## src/hw/rib_params.svh

```systemverilog
// Constants of the reset-initialization register bank.
`ifndef RIB_PARAMS_SVH
`define RIB_PARAMS_SVH
`define RIB_AW            5
`define RIB_A_IP1H        5'h00
`define RIB_A_IP1L        5'h01
`define RIB_A_BANK        5'h02
`define RIB_A_IP2H        5'h03
`define RIB_A_IP2L        5'h04
`define RIB_A_ALU         5'h05
`define RIB_A_T0H         5'h06
`define RIB_A_T0L         5'h07
`define RIB_A_T0CTL       5'h08
`define RIB_A_OSC         5'h09
`define RIB_A_LVD         5'h0a
`define RIB_A_WDOG        5'h0b
`define RIB_A_RCAUSE      5'h0c
`define RIB_A_T1H         5'h0d
`define RIB_A_T1L         5'h0e
`define RIB_A_T1CTL       5'h0f
`define RIB_A_T2          5'h10
`define RIB_A_T2PER       5'h11
`define RIB_A_T2CTL       5'h12
`define RIB_A_SBUF        5'h13
`define RIB_A_SADD        5'h14
`define RIB_A_SSTAT       5'h15
`define RIB_A_SCON1       5'h16
`define RIB_A_SCON2       5'h17
`define RIB_A_PA_IN       5'h18
`define RIB_A_PA_LAT      5'h19
`define RIB_A_PA_DIR      5'h1a
`define RIB_A_IRQST       5'h1b
`define RIB_A_IRQMSK      5'h1c
`define RIB_A_SP          5'h1d
`define RIB_A_TOS_LO      5'h1e
`define RIB_A_TOS_HI      5'h1f
`define RIB_R_T0CTL       8'hff
`define RIB_R_LVD         8'h05
`define RIB_R_OSC         8'h40
`define RIB_R_RCAUSE      8'h1c
`define RIB_R_T2PER       8'hff
`define RIB_R_PA_DIR      8'hff
`define RIB_M_OSC_WR      8'h73
`define RIB_M_LVD_WR      8'hbf
`define RIB_M_T2CTL       8'h7f
`define RIB_M_NIB         8'h0f
`define RIB_M_ALU         8'h1f
`define RIB_M_WDOG        8'h01
`define RIB_M_PA_HI       8'hc0
`define RIB_M_T1CTL_KEEP  8'hbf
`define RIB_OSC_PA_LO     3'h4
`define RIB_OSC_PA_HI     3'h5
`define RIB_VEC_HIGH      21'h000008
`define RIB_VEC_LOW       21'h000018
`define RIB_PC_STEP       21'h000002
`define RIB_SP_STEP       5'h01
`define RIB_SP_OVF_BIT    7
`define RIB_IRQ_WAKE      0
`define RIB_IRQ_RST2      1
`define RIB_IRQ_POR       2
`define RIB_IRQ_N         3
`endif

```

## src/hw/rib_pkg.sv

```systemverilog
// Types of the reset-initialization register bank.
package rib_pkg;
   typedef enum logic [1:0] {
      RIB_RUN   = 2'b00,
      RIB_SLEEP = 2'b01
   } rib_pwr_e;
endpackage

```

## src/hw/rib_bank.sv

```systemverilog
// Reset-initialization register bank with wake-up vectoring.
//
// Implementation choices: the placing of the registers and the address-and-strobe port.
`timescale 1ns/100ps
`include "rib_params.svh"
module rib_bank (
   // Clock and power-on reset.
   input  wire logic        clk,
   input  wire logic        rst,
   // Second-class reset and wake-up requests, core clock domain.
   input  wire logic        warm_reset,
   input  wire logic        sleep_enter,
   input  wire logic        wake_watchdog,
   input  wire logic        wake_irq,
   input  wire logic        wake_irq_high,
   input  wire logic        high_priority_global_irq_enable,
   input  wire logic        low_priority_global_irq_enable,
   input  wire logic [20:0] program_counter_in,
   // Oscillator mode strap and port A pins.
   input  wire logic [2:0]  osc_mode,
   input  wire logic [7:0]  port_a_pins,
   // Register port.
   input  wire logic [4:0]  reg_addr,
   input  wire logic [7:0]  reg_wdata,
   input  wire logic        reg_wr,
   input  wire logic        reg_rd,
   output logic      [7:0]  reg_rdata,
   // Core results.
   output logic      [20:0] program_counter,
   output logic      [20:0] top_of_stack,
   output logic      [7:0]  return_stack_pointer,
   output logic      [7:0]  peripheral_irq_flag_regs,
   output logic      [7:0]  port_a_latch_out,
   output logic      [7:0]  port_a_direction_out,
   output logic             asleep,
   output logic             irq
);
   // Register storage, flat array by address.
   logic [7:0]  regs_r [0:26];
   logic [7:0]  regs_nxt [0:26];
   logic [7:0]  pa_sync1_r;
   logic [7:0]  pa_sync2_r;
   logic [2:0]  osc_r;
   logic [20:0] pc_r;
   logic [20:0] tos_r;
   logic [7:0]  sp_r;
   logic [7:0]  pif_r;
   logic [2:0]  irq_st_r;
   logic [2:0]  irq_msk_r;
   logic [7:0]  rdata_r;
   logic        irq_r;
   logic [2:0]  osc_sync1_r;
   rib_pkg::rib_pwr_e pwr_r;
   logic        por_seen_r;

   wire         any_gie   = high_priority_global_irq_enable | low_priority_global_irq_enable;
   wire         irq_wake  = (pwr_r == rib_pkg::RIB_SLEEP) & wake_irq;
   wire         wdog_wake = (pwr_r == rib_pkg::RIB_SLEEP) & wake_watchdog & ~wake_irq;
   wire         vector_go = irq_wake & any_gie;
   wire         pa_hi_en  = (osc_r == `RIB_OSC_PA_LO) | (osc_r == `RIB_OSC_PA_HI);
   wire [7:0]   pa_mask   = pa_hi_en ? 8'hff : ~`RIB_M_PA_HI;
   wire         wr_msk    = reg_wr & (reg_addr == `RIB_A_IRQMSK);
   wire         rd_st     = reg_rd & (reg_addr == `RIB_A_IRQST);
   wire         wr_sp     = reg_wr & (reg_addr == `RIB_A_SP);
   wire [2:0]   irq_ev    = {por_seen_r, warm_reset, irq_wake | wdog_wake};
   // Status and mask as they will be after this edge, so the interrupt line tracks them without lag.
   wire [2:0]   st_nxt    = (rd_st ? 3'h0 : irq_st_r) | irq_ev;
   wire [2:0]   msk_nxt   = wr_msk ? reg_wdata[2:0] : irq_msk_r;
   wire [20:0]  vec_addr  = wake_irq_high ? `RIB_VEC_HIGH : `RIB_VEC_LOW;

   // Write path: masks for read-only and unimplemented bits.
   always_comb begin
      for (int i = 0; i < 27; i++) begin
         regs_nxt[i] = regs_r[i];
      end
      if (reg_wr && reg_addr <= `RIB_A_PA_DIR) begin
         unique case (reg_addr)
            `RIB_A_IP1H, `RIB_A_BANK, `RIB_A_IP2H: regs_nxt[reg_addr] = reg_wdata & `RIB_M_NIB;
            `RIB_A_ALU: regs_nxt[reg_addr] = reg_wdata & `RIB_M_ALU;
            `RIB_A_WDOG: regs_nxt[reg_addr] = reg_wdata & `RIB_M_WDOG;
            `RIB_A_OSC: regs_nxt[reg_addr] = (regs_r[reg_addr] & ~`RIB_M_OSC_WR) | (reg_wdata & `RIB_M_OSC_WR);
            `RIB_A_LVD: regs_nxt[reg_addr] = (regs_r[reg_addr] & ~`RIB_M_LVD_WR) | (reg_wdata & `RIB_M_LVD_WR);
            `RIB_A_T2CTL: regs_nxt[reg_addr] = reg_wdata & `RIB_M_T2CTL;
            default: regs_nxt[reg_addr] = reg_wdata;
         endcase
      end
      // Upper port bits vanish as soon as the oscillator mode takes the pins back.
      regs_nxt[`RIB_A_PA_LAT] = regs_nxt[`RIB_A_PA_LAT] & pa_mask;
      regs_nxt[`RIB_A_PA_DIR] = regs_nxt[`RIB_A_PA_DIR] & pa_mask;
      regs_nxt[`RIB_A_PA_IN]  = pa_sync2_r & pa_mask;
   end

   // Power-on values; wake-ups leave bits unchanged.
   always_ff @(posedge clk or posedge rst) begin
      if (rst) begin
         for (int i = 0; i < 27; i++) begin
            regs_r[i] <= 8'h00;
         end
         regs_r[`RIB_A_T0CTL]  <= `RIB_R_T0CTL;
         regs_r[`RIB_A_LVD]    <= `RIB_R_LVD;
         regs_r[`RIB_A_OSC]    <= `RIB_R_OSC;
         regs_r[`RIB_A_RCAUSE] <= `RIB_R_RCAUSE;
         regs_r[`RIB_A_T2PER]  <= `RIB_R_T2PER;
         regs_r[`RIB_A_PA_DIR] <= `RIB_R_PA_DIR & ~`RIB_M_PA_HI;
      end else if (warm_reset) begin
         // Second-class values: timer 2 period, timer 1 control apart from bit 6, T0L, timer 1 counters and data keep; T0H and T2 clear.
         for (int i = 0; i < 27; i++) begin
            regs_r[i] <= regs_r[i];
         end
         regs_r[`RIB_A_IP1H]   <= 8'h00;
         regs_r[`RIB_A_BANK]   <= 8'h00;
         regs_r[`RIB_A_IP2H]   <= 8'h00;
         regs_r[`RIB_A_T0H]    <= 8'h00;
         regs_r[`RIB_A_T0CTL]  <= `RIB_R_T0CTL;
         regs_r[`RIB_A_OSC]    <= `RIB_R_OSC;
         regs_r[`RIB_A_LVD]    <= `RIB_R_LVD;
         regs_r[`RIB_A_WDOG]   <= 8'h00;
         regs_r[`RIB_A_T1CTL]  <= regs_r[`RIB_A_T1CTL] & `RIB_M_T1CTL_KEEP;
         regs_r[`RIB_A_T2]     <= 8'h00;
         regs_r[`RIB_A_T2CTL]  <= 8'h00;
         regs_r[`RIB_A_SADD]   <= 8'h00;
         regs_r[`RIB_A_SSTAT]  <= 8'h00;
         regs_r[`RIB_A_SCON1]  <= 8'h00;
         regs_r[`RIB_A_SCON2]  <= 8'h00;
         regs_r[`RIB_A_PA_DIR] <= `RIB_R_PA_DIR & pa_mask;
         regs_r[`RIB_A_PA_LAT] <= regs_r[`RIB_A_PA_LAT] & pa_mask;
      end else begin
         for (int i = 0; i < 27; i++) begin
            regs_r[i] <= regs_nxt[i];
         end
      end
   end

   // Port pins pass two flip-flops; oscillator mode passes two flip-flops as well, every cycle.
   always_ff @(posedge clk or posedge rst) begin
      if (rst) begin
         pa_sync1_r <= 8'h00;
         pa_sync2_r <= 8'h00;
         osc_sync1_r <= 3'h0;
         osc_r      <= 3'h0;
         por_seen_r <= 1'b1;
      end else begin
         pa_sync1_r <= port_a_pins;
         pa_sync2_r <= pa_sync1_r;
         osc_sync1_r <= osc_mode;
         osc_r      <= osc_sync1_r;
         por_seen_r <= 1'b0;
      end
   end

   // Power state, program counter and return stack.
   always_ff @(posedge clk or posedge rst) begin
      if (rst) begin
         pwr_r <= rib_pkg::RIB_RUN;
         pc_r  <= 21'h000000;
         tos_r <= 21'h000000;
         sp_r  <= 8'h00;
      end else if (warm_reset) begin
         pwr_r <= rib_pkg::RIB_RUN;
         pc_r  <= 21'h000000;
         tos_r <= 21'h000000;
         sp_r  <= {sp_r[7:6], 6'h00};
      end else if (vector_go) begin
         pwr_r <= rib_pkg::RIB_RUN;
         pc_r  <= vec_addr;
         tos_r <= program_counter_in;
         sp_r  <= {sp_r[7:5], sp_r[4:0] + `RIB_SP_STEP};
      end else if (irq_wake | wdog_wake) begin
         pwr_r <= rib_pkg::RIB_RUN;
         pc_r  <= program_counter_in + `RIB_PC_STEP;
      end else begin
         if (sleep_enter) begin
            pwr_r <= rib_pkg::RIB_SLEEP;
         end
         pc_r <= program_counter_in;
         if (wr_sp) begin
            sp_r <= {reg_wdata[7:6], 1'b0, reg_wdata[4:0]};
         end
      end
   end

   // Wake-cause flags, interrupt status and read port.
   always_ff @(posedge clk or posedge rst) begin
      if (rst) begin
         pif_r     <= 8'h00;
         irq_st_r  <= 3'h0;
         irq_msk_r <= 3'h0;
         rdata_r   <= 8'h00;
         irq_r     <= 1'b0;
      end else begin
         if (irq_wake) begin
            pif_r <= pif_r | 8'h01;
         end
         irq_st_r  <= st_nxt;
         irq_msk_r <= msk_nxt;
         irq_r     <= |(st_nxt & msk_nxt);
         rdata_r <= 8'h00;
         if (reg_rd) begin
            if (reg_addr <= `RIB_A_PA_DIR) begin
               rdata_r <= regs_r[reg_addr];
            end else if (reg_addr == `RIB_A_IRQST) begin
               rdata_r <= {5'h00, irq_st_r};
            end else if (reg_addr == `RIB_A_IRQMSK) begin
               rdata_r <= {5'h00, irq_msk_r};
            end else if (reg_addr == `RIB_A_SP) begin
               rdata_r <= sp_r;
            end else if (reg_addr == `RIB_A_TOS_LO) begin
               rdata_r <= tos_r[7:0];
            end else begin
               rdata_r <= tos_r[15:8];
            end
         end
      end
   end

   assign reg_rdata                = rdata_r;
   assign program_counter          = pc_r;
   assign top_of_stack             = tos_r;
   assign return_stack_pointer     = sp_r;
   assign peripheral_irq_flag_regs = pif_r;
   assign port_a_latch_out         = regs_r[`RIB_A_PA_LAT];
   assign port_a_direction_out     = regs_r[`RIB_A_PA_DIR];
   // The sleep code is the only state with bit 0 set, so the flag comes straight from the state flop.
   assign asleep                   = pwr_r[0];
   assign irq                      = irq_r;
endmodule

```

## config.mk

```make
export PLATFORM = sky130hd
export DESIGN_NAME = rib_bank
export DESIGN_NICKNAME = d
export VERILOG_FILES = /design/src/hw/rib_pkg.sv /design/src/hw/rib_bank.sv
export VERILOG_INCLUDE_DIRS = /design/src /design/src/hw
export SDC_FILE = /design/constraint.sdc
export NUM_CORES = 1
export LEC_CHECK = 0
export ABC_AREA = 1
export BUFFER_PORTS_ARGS = -buffer_cell sky130_fd_sc_hd__buf_2
export CAP_MARGIN = 25
export CORE_MARGIN = 8
export CORE_UTILIZATION = 50
export DETAILED_ROUTE_END_ITERATION = 8
export PLACE_DENSITY = 0.8
export SLEW_MARGIN = 30
export SYNTH_ARGS = -nofsm -noshare
export SYNTH_HDL_FRONTEND = slang
export SYNTH_SLANG_ARGS = --single-unit
```

## constraint.sdc

```tcl
create_clock -name clk -period 15.9 [get_ports clk]
set_input_delay 2.385 -clock clk [delete_from_list [all_inputs] [get_ports clk]]
set_output_delay 2.385 -clock clk [all_outputs]
set_load 0.03 [all_outputs]
```

# --- Yosys cells after proc, flatten, opt, wreduce, memory -nomap -nowiden ---
# Index checks and enable logic that the tools add are counted.
totals:
  register_bits: 307
  input_bits: 56
  out_inout_bits: 84
op_classes:
  addsub: 2
  order_cmp: 3
  eq_ne: 17
  n_mux: 38
  n_bitwise: 23
  reduce_logical: 14
op_table:
  columns: ["cell", "n"]
  rows:
  - ["$bwmux W216", 7]
  - ["$pmux W216 S6", 1]
  - ["$mux W216", 2]
  - ["$mux W21", 5]
  - ["$mux W8", 10]
  - ["$bmux W8 S5", 1]
  - ["$demux W8 S5", 1]
  - ["$and A8 B8 Y8", 4]
  - ["$eq A5 B5 Y1 const B", 5]
  - ["$mux W6", 4]
  - ["$add A21 B2 Y21 const B", 1]
  - ["$eq A5 B4 Y1 const B", 3]
  - ["$eq A5 B2 Y1 const B", 2]
  - ["$mux W2", 4]
  - ["$or A7 B8 Y8", 1]
  - ["$or A8 B7 Y8", 1]
  - ["$and A1 B1 Y1", 7]
  - ["$eq A3 B3 Y1 const B", 2]
  - ["$ge A6 B6 Y1 const B", 1]
  - ["$lt A6 B1 Y1 const B", 1]
  - ["$mux W3", 2]
  - ["$not A5 Y6", 1]
  - ["$reduce_bool A2 Y1", 3]
  - ["$reduce_or A3 Y1", 2]
  - ["other kinds (18)", 26]

# --- Longest topological paths before layout ---
logic_depth:
  ltp_word: 10
  depth_mapped: 14
  ltp_nobuf: 12

# --- Worst setup path before layout ---
# No wires, ideal clock.
synth_path:
  kind: "input to register"
  startpoint: "input reg_addr[3]"
  endpoint: "register regs_r[108] (netlist name)"
  arrival_time_ns: 3.588
  setup_slack_ns: 12.176
  stages: 10
  cell_sequence: "buf_2 nand2_1 a21oi_4 nor2_8 nand2_4 inv_2 buf_6 buf_2 a21oi_1 a21oi_1"
synth_via:
  elab_chain_len: 7
  elab_cells_between_ends: 26
synth_rtl:
  columns: ["item", "line", "source"]
  rows:
  - ["from (decl)", "rib_bank.sv:23", "input wire logic [4:0] reg_addr,"]
  - ["$not A5 Y6", "rib_bank.sv:81, rib_bank.sv:82, rib_bank.sv:84", null]
  - ["$ge A6 B6 Y1 or $lt A6 B1 Y1 (tied branches)", "rib_bank.sv:81, rib_bank.sv:82, rib_bank.sv:84", null]
  - ["$logic_and A1 B1 Y1", "rib_bank.sv:81, rib_bank.sv:82, rib_bank.sv:84", null]
  - ["$mux W8", "rib_bank.sv:81, rib_bank.sv:82, rib_bank.sv:84", null]
  - ["$demux W8 S5", "rib_bank.sv:81, rib_bank.sv:82, rib_bank.sv:84", null]
  - ["$bwmux W216, on equally long branches", null, null]
  - ["$pmux W216 S6", "rib_bank.sv:77", "unique case (reg_addr)"]
  - ["to (signal, indexed assignment)", "rib_bank.sv:99", "regs_r[`RIB_A_T0CTL] <= `RIB_R_T0CTL;"]
  - ["to (signal, indexed assignment)", "rib_bank.sv:100", "regs_r[`RIB_A_LVD] <= `RIB_R_LVD;"]
  - ["to (signal, indexed assignment)", "rib_bank.sv:101", "regs_r[`RIB_A_OSC] <= `RIB_R_OSC;"]
  - ["to (decl)", "rib_bank.sv:39", "logic [7:0] regs_r [0:26];"]
# Several ways; a longest one is shown, not always the timed one.
# A chain may end at the register's enable or synchronous reset.

# --- Worst setup path in the final report ---
layout_path:
  startpoint: "input reg_addr[1]"
  endpoint: "register regs_r[85] (netlist name)"
layout_via:
  elab_chain_len: 9
  elab_cells_between_ends: 28
layout_rtl:
  columns: ["item", "line", "source"]
  rows:
  - ["$not A5 Y6", "rib_bank.sv:81, rib_bank.sv:82, rib_bank.sv:84", null]
  - ["$ge A6 B6 Y1 or $lt A6 B1 Y1 (tied branches)", "rib_bank.sv:81, rib_bank.sv:82, rib_bank.sv:84", null]
  - ["$logic_and A1 B1 Y1", "rib_bank.sv:81, rib_bank.sv:82, rib_bank.sv:84", null]
  - ["$mux W8", "rib_bank.sv:81, rib_bank.sv:82, rib_bank.sv:84", null]
  - ["$demux W8 S5", "rib_bank.sv:81, rib_bank.sv:82, rib_bank.sv:84", null]
  - ["$bwmux W216, on equally long branches", null, null]
  - ["$pmux W216 S6", "rib_bank.sv:77", null]
  - ["$mux W216", "rib_bank.sv:76", "if (reg_wr && reg_addr <= `RIB_A_PA_DIR) begin"]
  - ["$mux W216", "rib_bank.sv:105", "end else if (warm_reset) begin"]
  - ["to (signal, indexed assignment)", "rib_bank.sv:103", "regs_r[`RIB_A_T2PER] <= `RIB_R_T2PER;"]
  - ["to (signal, indexed assignment)", "rib_bank.sv:104", "regs_r[`RIB_A_PA_DIR] <= `RIB_R_PA_DIR & ~`RIB_M_PA_HI;"]
  - ["to (signal, indexed assignment)", "rib_bank.sv:108", "regs_r[i] <= regs_r[i];"]
# Several ways; a longest one is shown, not always the timed one. The select of a mux whose other input is x is not followed.

==> impl_metrics.sql <==
INSERT INTO impl_metrics (metric_group, metric, value, unit) VALUES
('status', 'run_status', 'completed', ''),
('pwr', 'p_total', '1.99', 'mW'),
('sta', 'period_needed', '5.30', 'ns'),
('synthesis', 'post_synth.cell_area_avg', '7.68', 'um^2'),
('floorplan', 'floorplan.initialDensity', '51.0', '%'),
('synthesis', 'ys.flop_type', 'dfrtp_1', ''),
('hold_path', 'hold_path_cell_cnt', '0', ''),
('cts', 'post_cts_resize_count', '0', ''),
('critical_path', 'cp_cell_sequence', 'buf_2 -> buf_4 -> nand2_4 -> a21oi_4 -> nor2_8 -> nand2_4 -> inv_2 -> buf_4 -> nand3_1 -> o22ai_1', ''),
('synthesis', 'synth_seq_cells', '303', ''),
('pwr', 'intPower', '1.43', 'mW'),
('layout', 'layout.area.seq', '7620', 'um^2'),
('drt', 'vias_per_cell', '5.77', ''),
('critical_path', 'timing.critical_path.required', '16.32', 'ns'),
('critical_path', 'setup.reg_to_reg.worst_slack', '13.78', 'ns'),
('layout', 'finish.cell_count_without_fillers', '2473', ''),
('critical_path', 'start_kind', 'primary input', ''),
('drt', 'dr_total_vias', '14300', ''),
('pwr', 'p_per_area', '117', 'nW/um^2'),
('layout', 'layout_common_cells', 'nand2_1 (580), dfrtp_1 (274), o21ai_0 (241), inv_1 (185), nor2_1 (182)', ''),
('sta', 'grt_setup_unrepaired', 'no', ''),
('floorplan', 'die-height', '190', 'um'),
('cts', 'clock_tree.root_cell', 'clkbuf_16', ''),
('cts', 'numClockSinks', '303', ''),
('place', 'place_worst_setup_slack', '10.21', 'ns'),
('sta', 'hold_violations', '0', ''),
('pwr', 'vdd_ir_drop_max', '0.0975', 'mV'),
('critical_path', 'critical_path.top_delay_family', 'simple AND/OR/NAND/NOR gates', ''),
('hold_path', 'timing.hold.worst.start', 'osc_sync1_r[1]', ''),
('sta', 'fin_worst_setup_slack', '10.60', 'ns'),
('cts', 'clock_path_buffers', '3', ''),
('critical_path', 'cp_data_arrival_time', '5.72', 'ns'),
('critical_path', 'r2r_cells', '7', ''),
('critical_path', 'worst_setup_path_end_kind', 'flop', ''),
('layout', 'fill_cells', '2649', ''),
('sta', 'maxSlewHeadroom', '32.3', '%'),
('sta', 'hold_slack', '0.348', 'ns'),
('synthesis', 'syn-instance-count', '1974', ''),
('floorplan', 'die_x', '190', 'um'),
('drt', 'dr.first_iter.drc_count', '1656', ''),
('floorplan', 'design.core.area', '29700', 'um^2'),
('pwr', 'p_switching', '564', 'uW'),
('layout', 'layout-drive-gt1-share', '14.0', '%'),
('drt', 'wl_per_cell', '19.7', 'um'),
('global_routing', 'grt_first_pass_wirelength', '76000', 'um'),
('critical_path', 'path_buf_inv', '4', ''),
('critical_path', 'crit-reg2reg-launch', 'pwr_r[0]', ''),
('layout', 'area_growth_syn_to_layout', '12.8', '%'),
('floorplan', 'die_area', '36200', 'um^2'),
('synthesis', 'syn_area', '15200', 'um^2'),
('hold_path', 'worstHoldPathType', 'flop to flop', ''),
('pwr', 'leakagePower', '8.32', 'nW'),
('floorplan', 'rows', '63', ''),
('pwr', 'p_seq_share', '43.9', '%'),
('global_routing', 'grt_antenna_before_repair', '1', ''),
('place', 'portBuffers', '130', ''),
('global_routing', 'grt_start_max_net_pins', '155', ''),
('pwr', 'comb_power_share', '14.2', '%'),
('floorplan', 'io-pin-count', '140', ''),
('sta', 'tightestPinTransition', '1.01', 'ns'),
('place', 'placedInstanceArea', '15900', 'um^2'),
('drt', 'drcViolationCount', '0', ''),
('cts', 'ctsHtreeMaxLevel', '2', ''),
('synthesis', 'warnings_from_yosys', '0', ''),
('layout', 'multiInputGateArea', '6250', 'um^2'),
('synthesis', 'yosysUniqueCellTypes', '47', ''),
('place', 'place_congestion', '0.956', ''),
('place', 'dp_cells', '2411', ''),
('synthesis', 'yosysSeqAreaShare', '50.2', '%'),
('global_routing', 'all_layer_global_routing_usage', '26.4', '%'),
('global_routing', 'grt_remaining_overflow', '0', '');
[synthesized netlist by cell type, types with 3 or more instances]
cell,number,area (um^2)
inv_2,15,56.3
inv_1,186,698
nand2_1,581,2180
nor2_1,183,687
nor3_1,14,70.1
o21ai_1,17,85.1
clkinv_1,7,26.3
buf_1,5,18.8
a211oi_1,8,60.1
o22ai_1,40,250
nor2_2,22,138
buf_2,32,160
o21ai_0,241,1210
dfrtp_1,274,6860
buf_4,26,195
a21oi_1,115,576
nor2_4,3,33.8
nand2_2,7,43.8
o211a_1,4,40.0
a22oi_1,12,90.1
o32ai_1,6,52.6
nand4_1,5,31.3
a31oi_1,4,25.0
dfstp_2,29,762
xor2_1,6,52.6
o211ai_1,14,105
nand3_1,54,270
clkbuf_1,38,143
[registers in the layout, summed over array words and instances, names as in the netlist]
register / count
return_stack_pointer: 7
irq_st_r: 3
pwr_r: 1
port_a_latch_out: 8
por_seen_r: 1
port_a_direction_out: 8
osc_sync1_r: 2
program_counter: 21
osc_r: 2
pa_sync2_r: 8
regs_r: 200
top_of_stack: 21
irq: 1
peripheral_irq_flag_regs: 1
reg_rdata: 8
pa_sync1_r: 8
irq_msk_r: 3
[how the worst max path moves through the flow]
stage | startpoint | to | slack (ns) | cells past startpoint
finish | reg_addr[1] | regs_r[85] | 10.60 | 10
global route | reg_addr[1] | regs_r[85] | 10.53 | 10
CTS | reg_addr[1] | regs_r[85] | 10.73 | 10
detailed placement | reg_addr[1] | regs_r[45] | 10.21 | 10
global placement | reg_addr[1] | port_a_latch_out[5] | 10.24 | 10
floorplan | rst | irq | 5.19 | 1
[worst reg2reg max path: stages (launching register included)]
cell and delay, ns:
dfrtp_1 0.40, nand2_1 0.11, nor2_2 0.05, buf_4 0.24, nor2_1 0.13, buf_4 0.22
clkinv_1 0.47, a211oi_1 0.40
[cell families (layout without fill, tap and decap cells)]
family	count (synthesis)	count (layout)	synth area share, %
compound gates	469	469	16.9
xor+xnor	8	8	0.462
fa+ha+maj	2	2	0.165
buf+inv	313	413	8.78
flops	303	303	50.2
mux	1	1	0.0660
other cells	1	10	0.0247
simple gates	877	877	23.4
[power groups by stage]
stage | combinational, mW | sequential [mW] | clock, mW
3_5_place_dp | 0.278 | 0.886 | 0
3_3_place_gp | 0.270 | 0.884 | 0
6_report | 0.283 | 0.875 | 0.836
5_1_grt | 0.310 | 0.881 | 0.872
4_1_cts | 0.280 | 0.874 | 0.841
2_1_floorplan | 0.176 | 0.899 | 0
[area by class of cell]
cell class | count | area share [%]
tap | 390 | 2.85
multi-input combinational | 1366 | 36.5
timing repair buffer | 142 | 4.35
inverter | 210 | 4.70
antenna | 1 | 0.0146
clock buffer | 46 | 5.95
clock inverter | 15 | 1.06
sequential | 303 | 44.5
[metal layers]
metal,vias up,GRT usage [%],part of all wire (%)
met2,828,42.1,46
met5,-,0,0
met1,6776,34.7,39
li1,6498,-,-
met3,164,4.87,9.6
met4,0,12.2,4.7
Note: power is estimated with default switching activity, not from simulation.
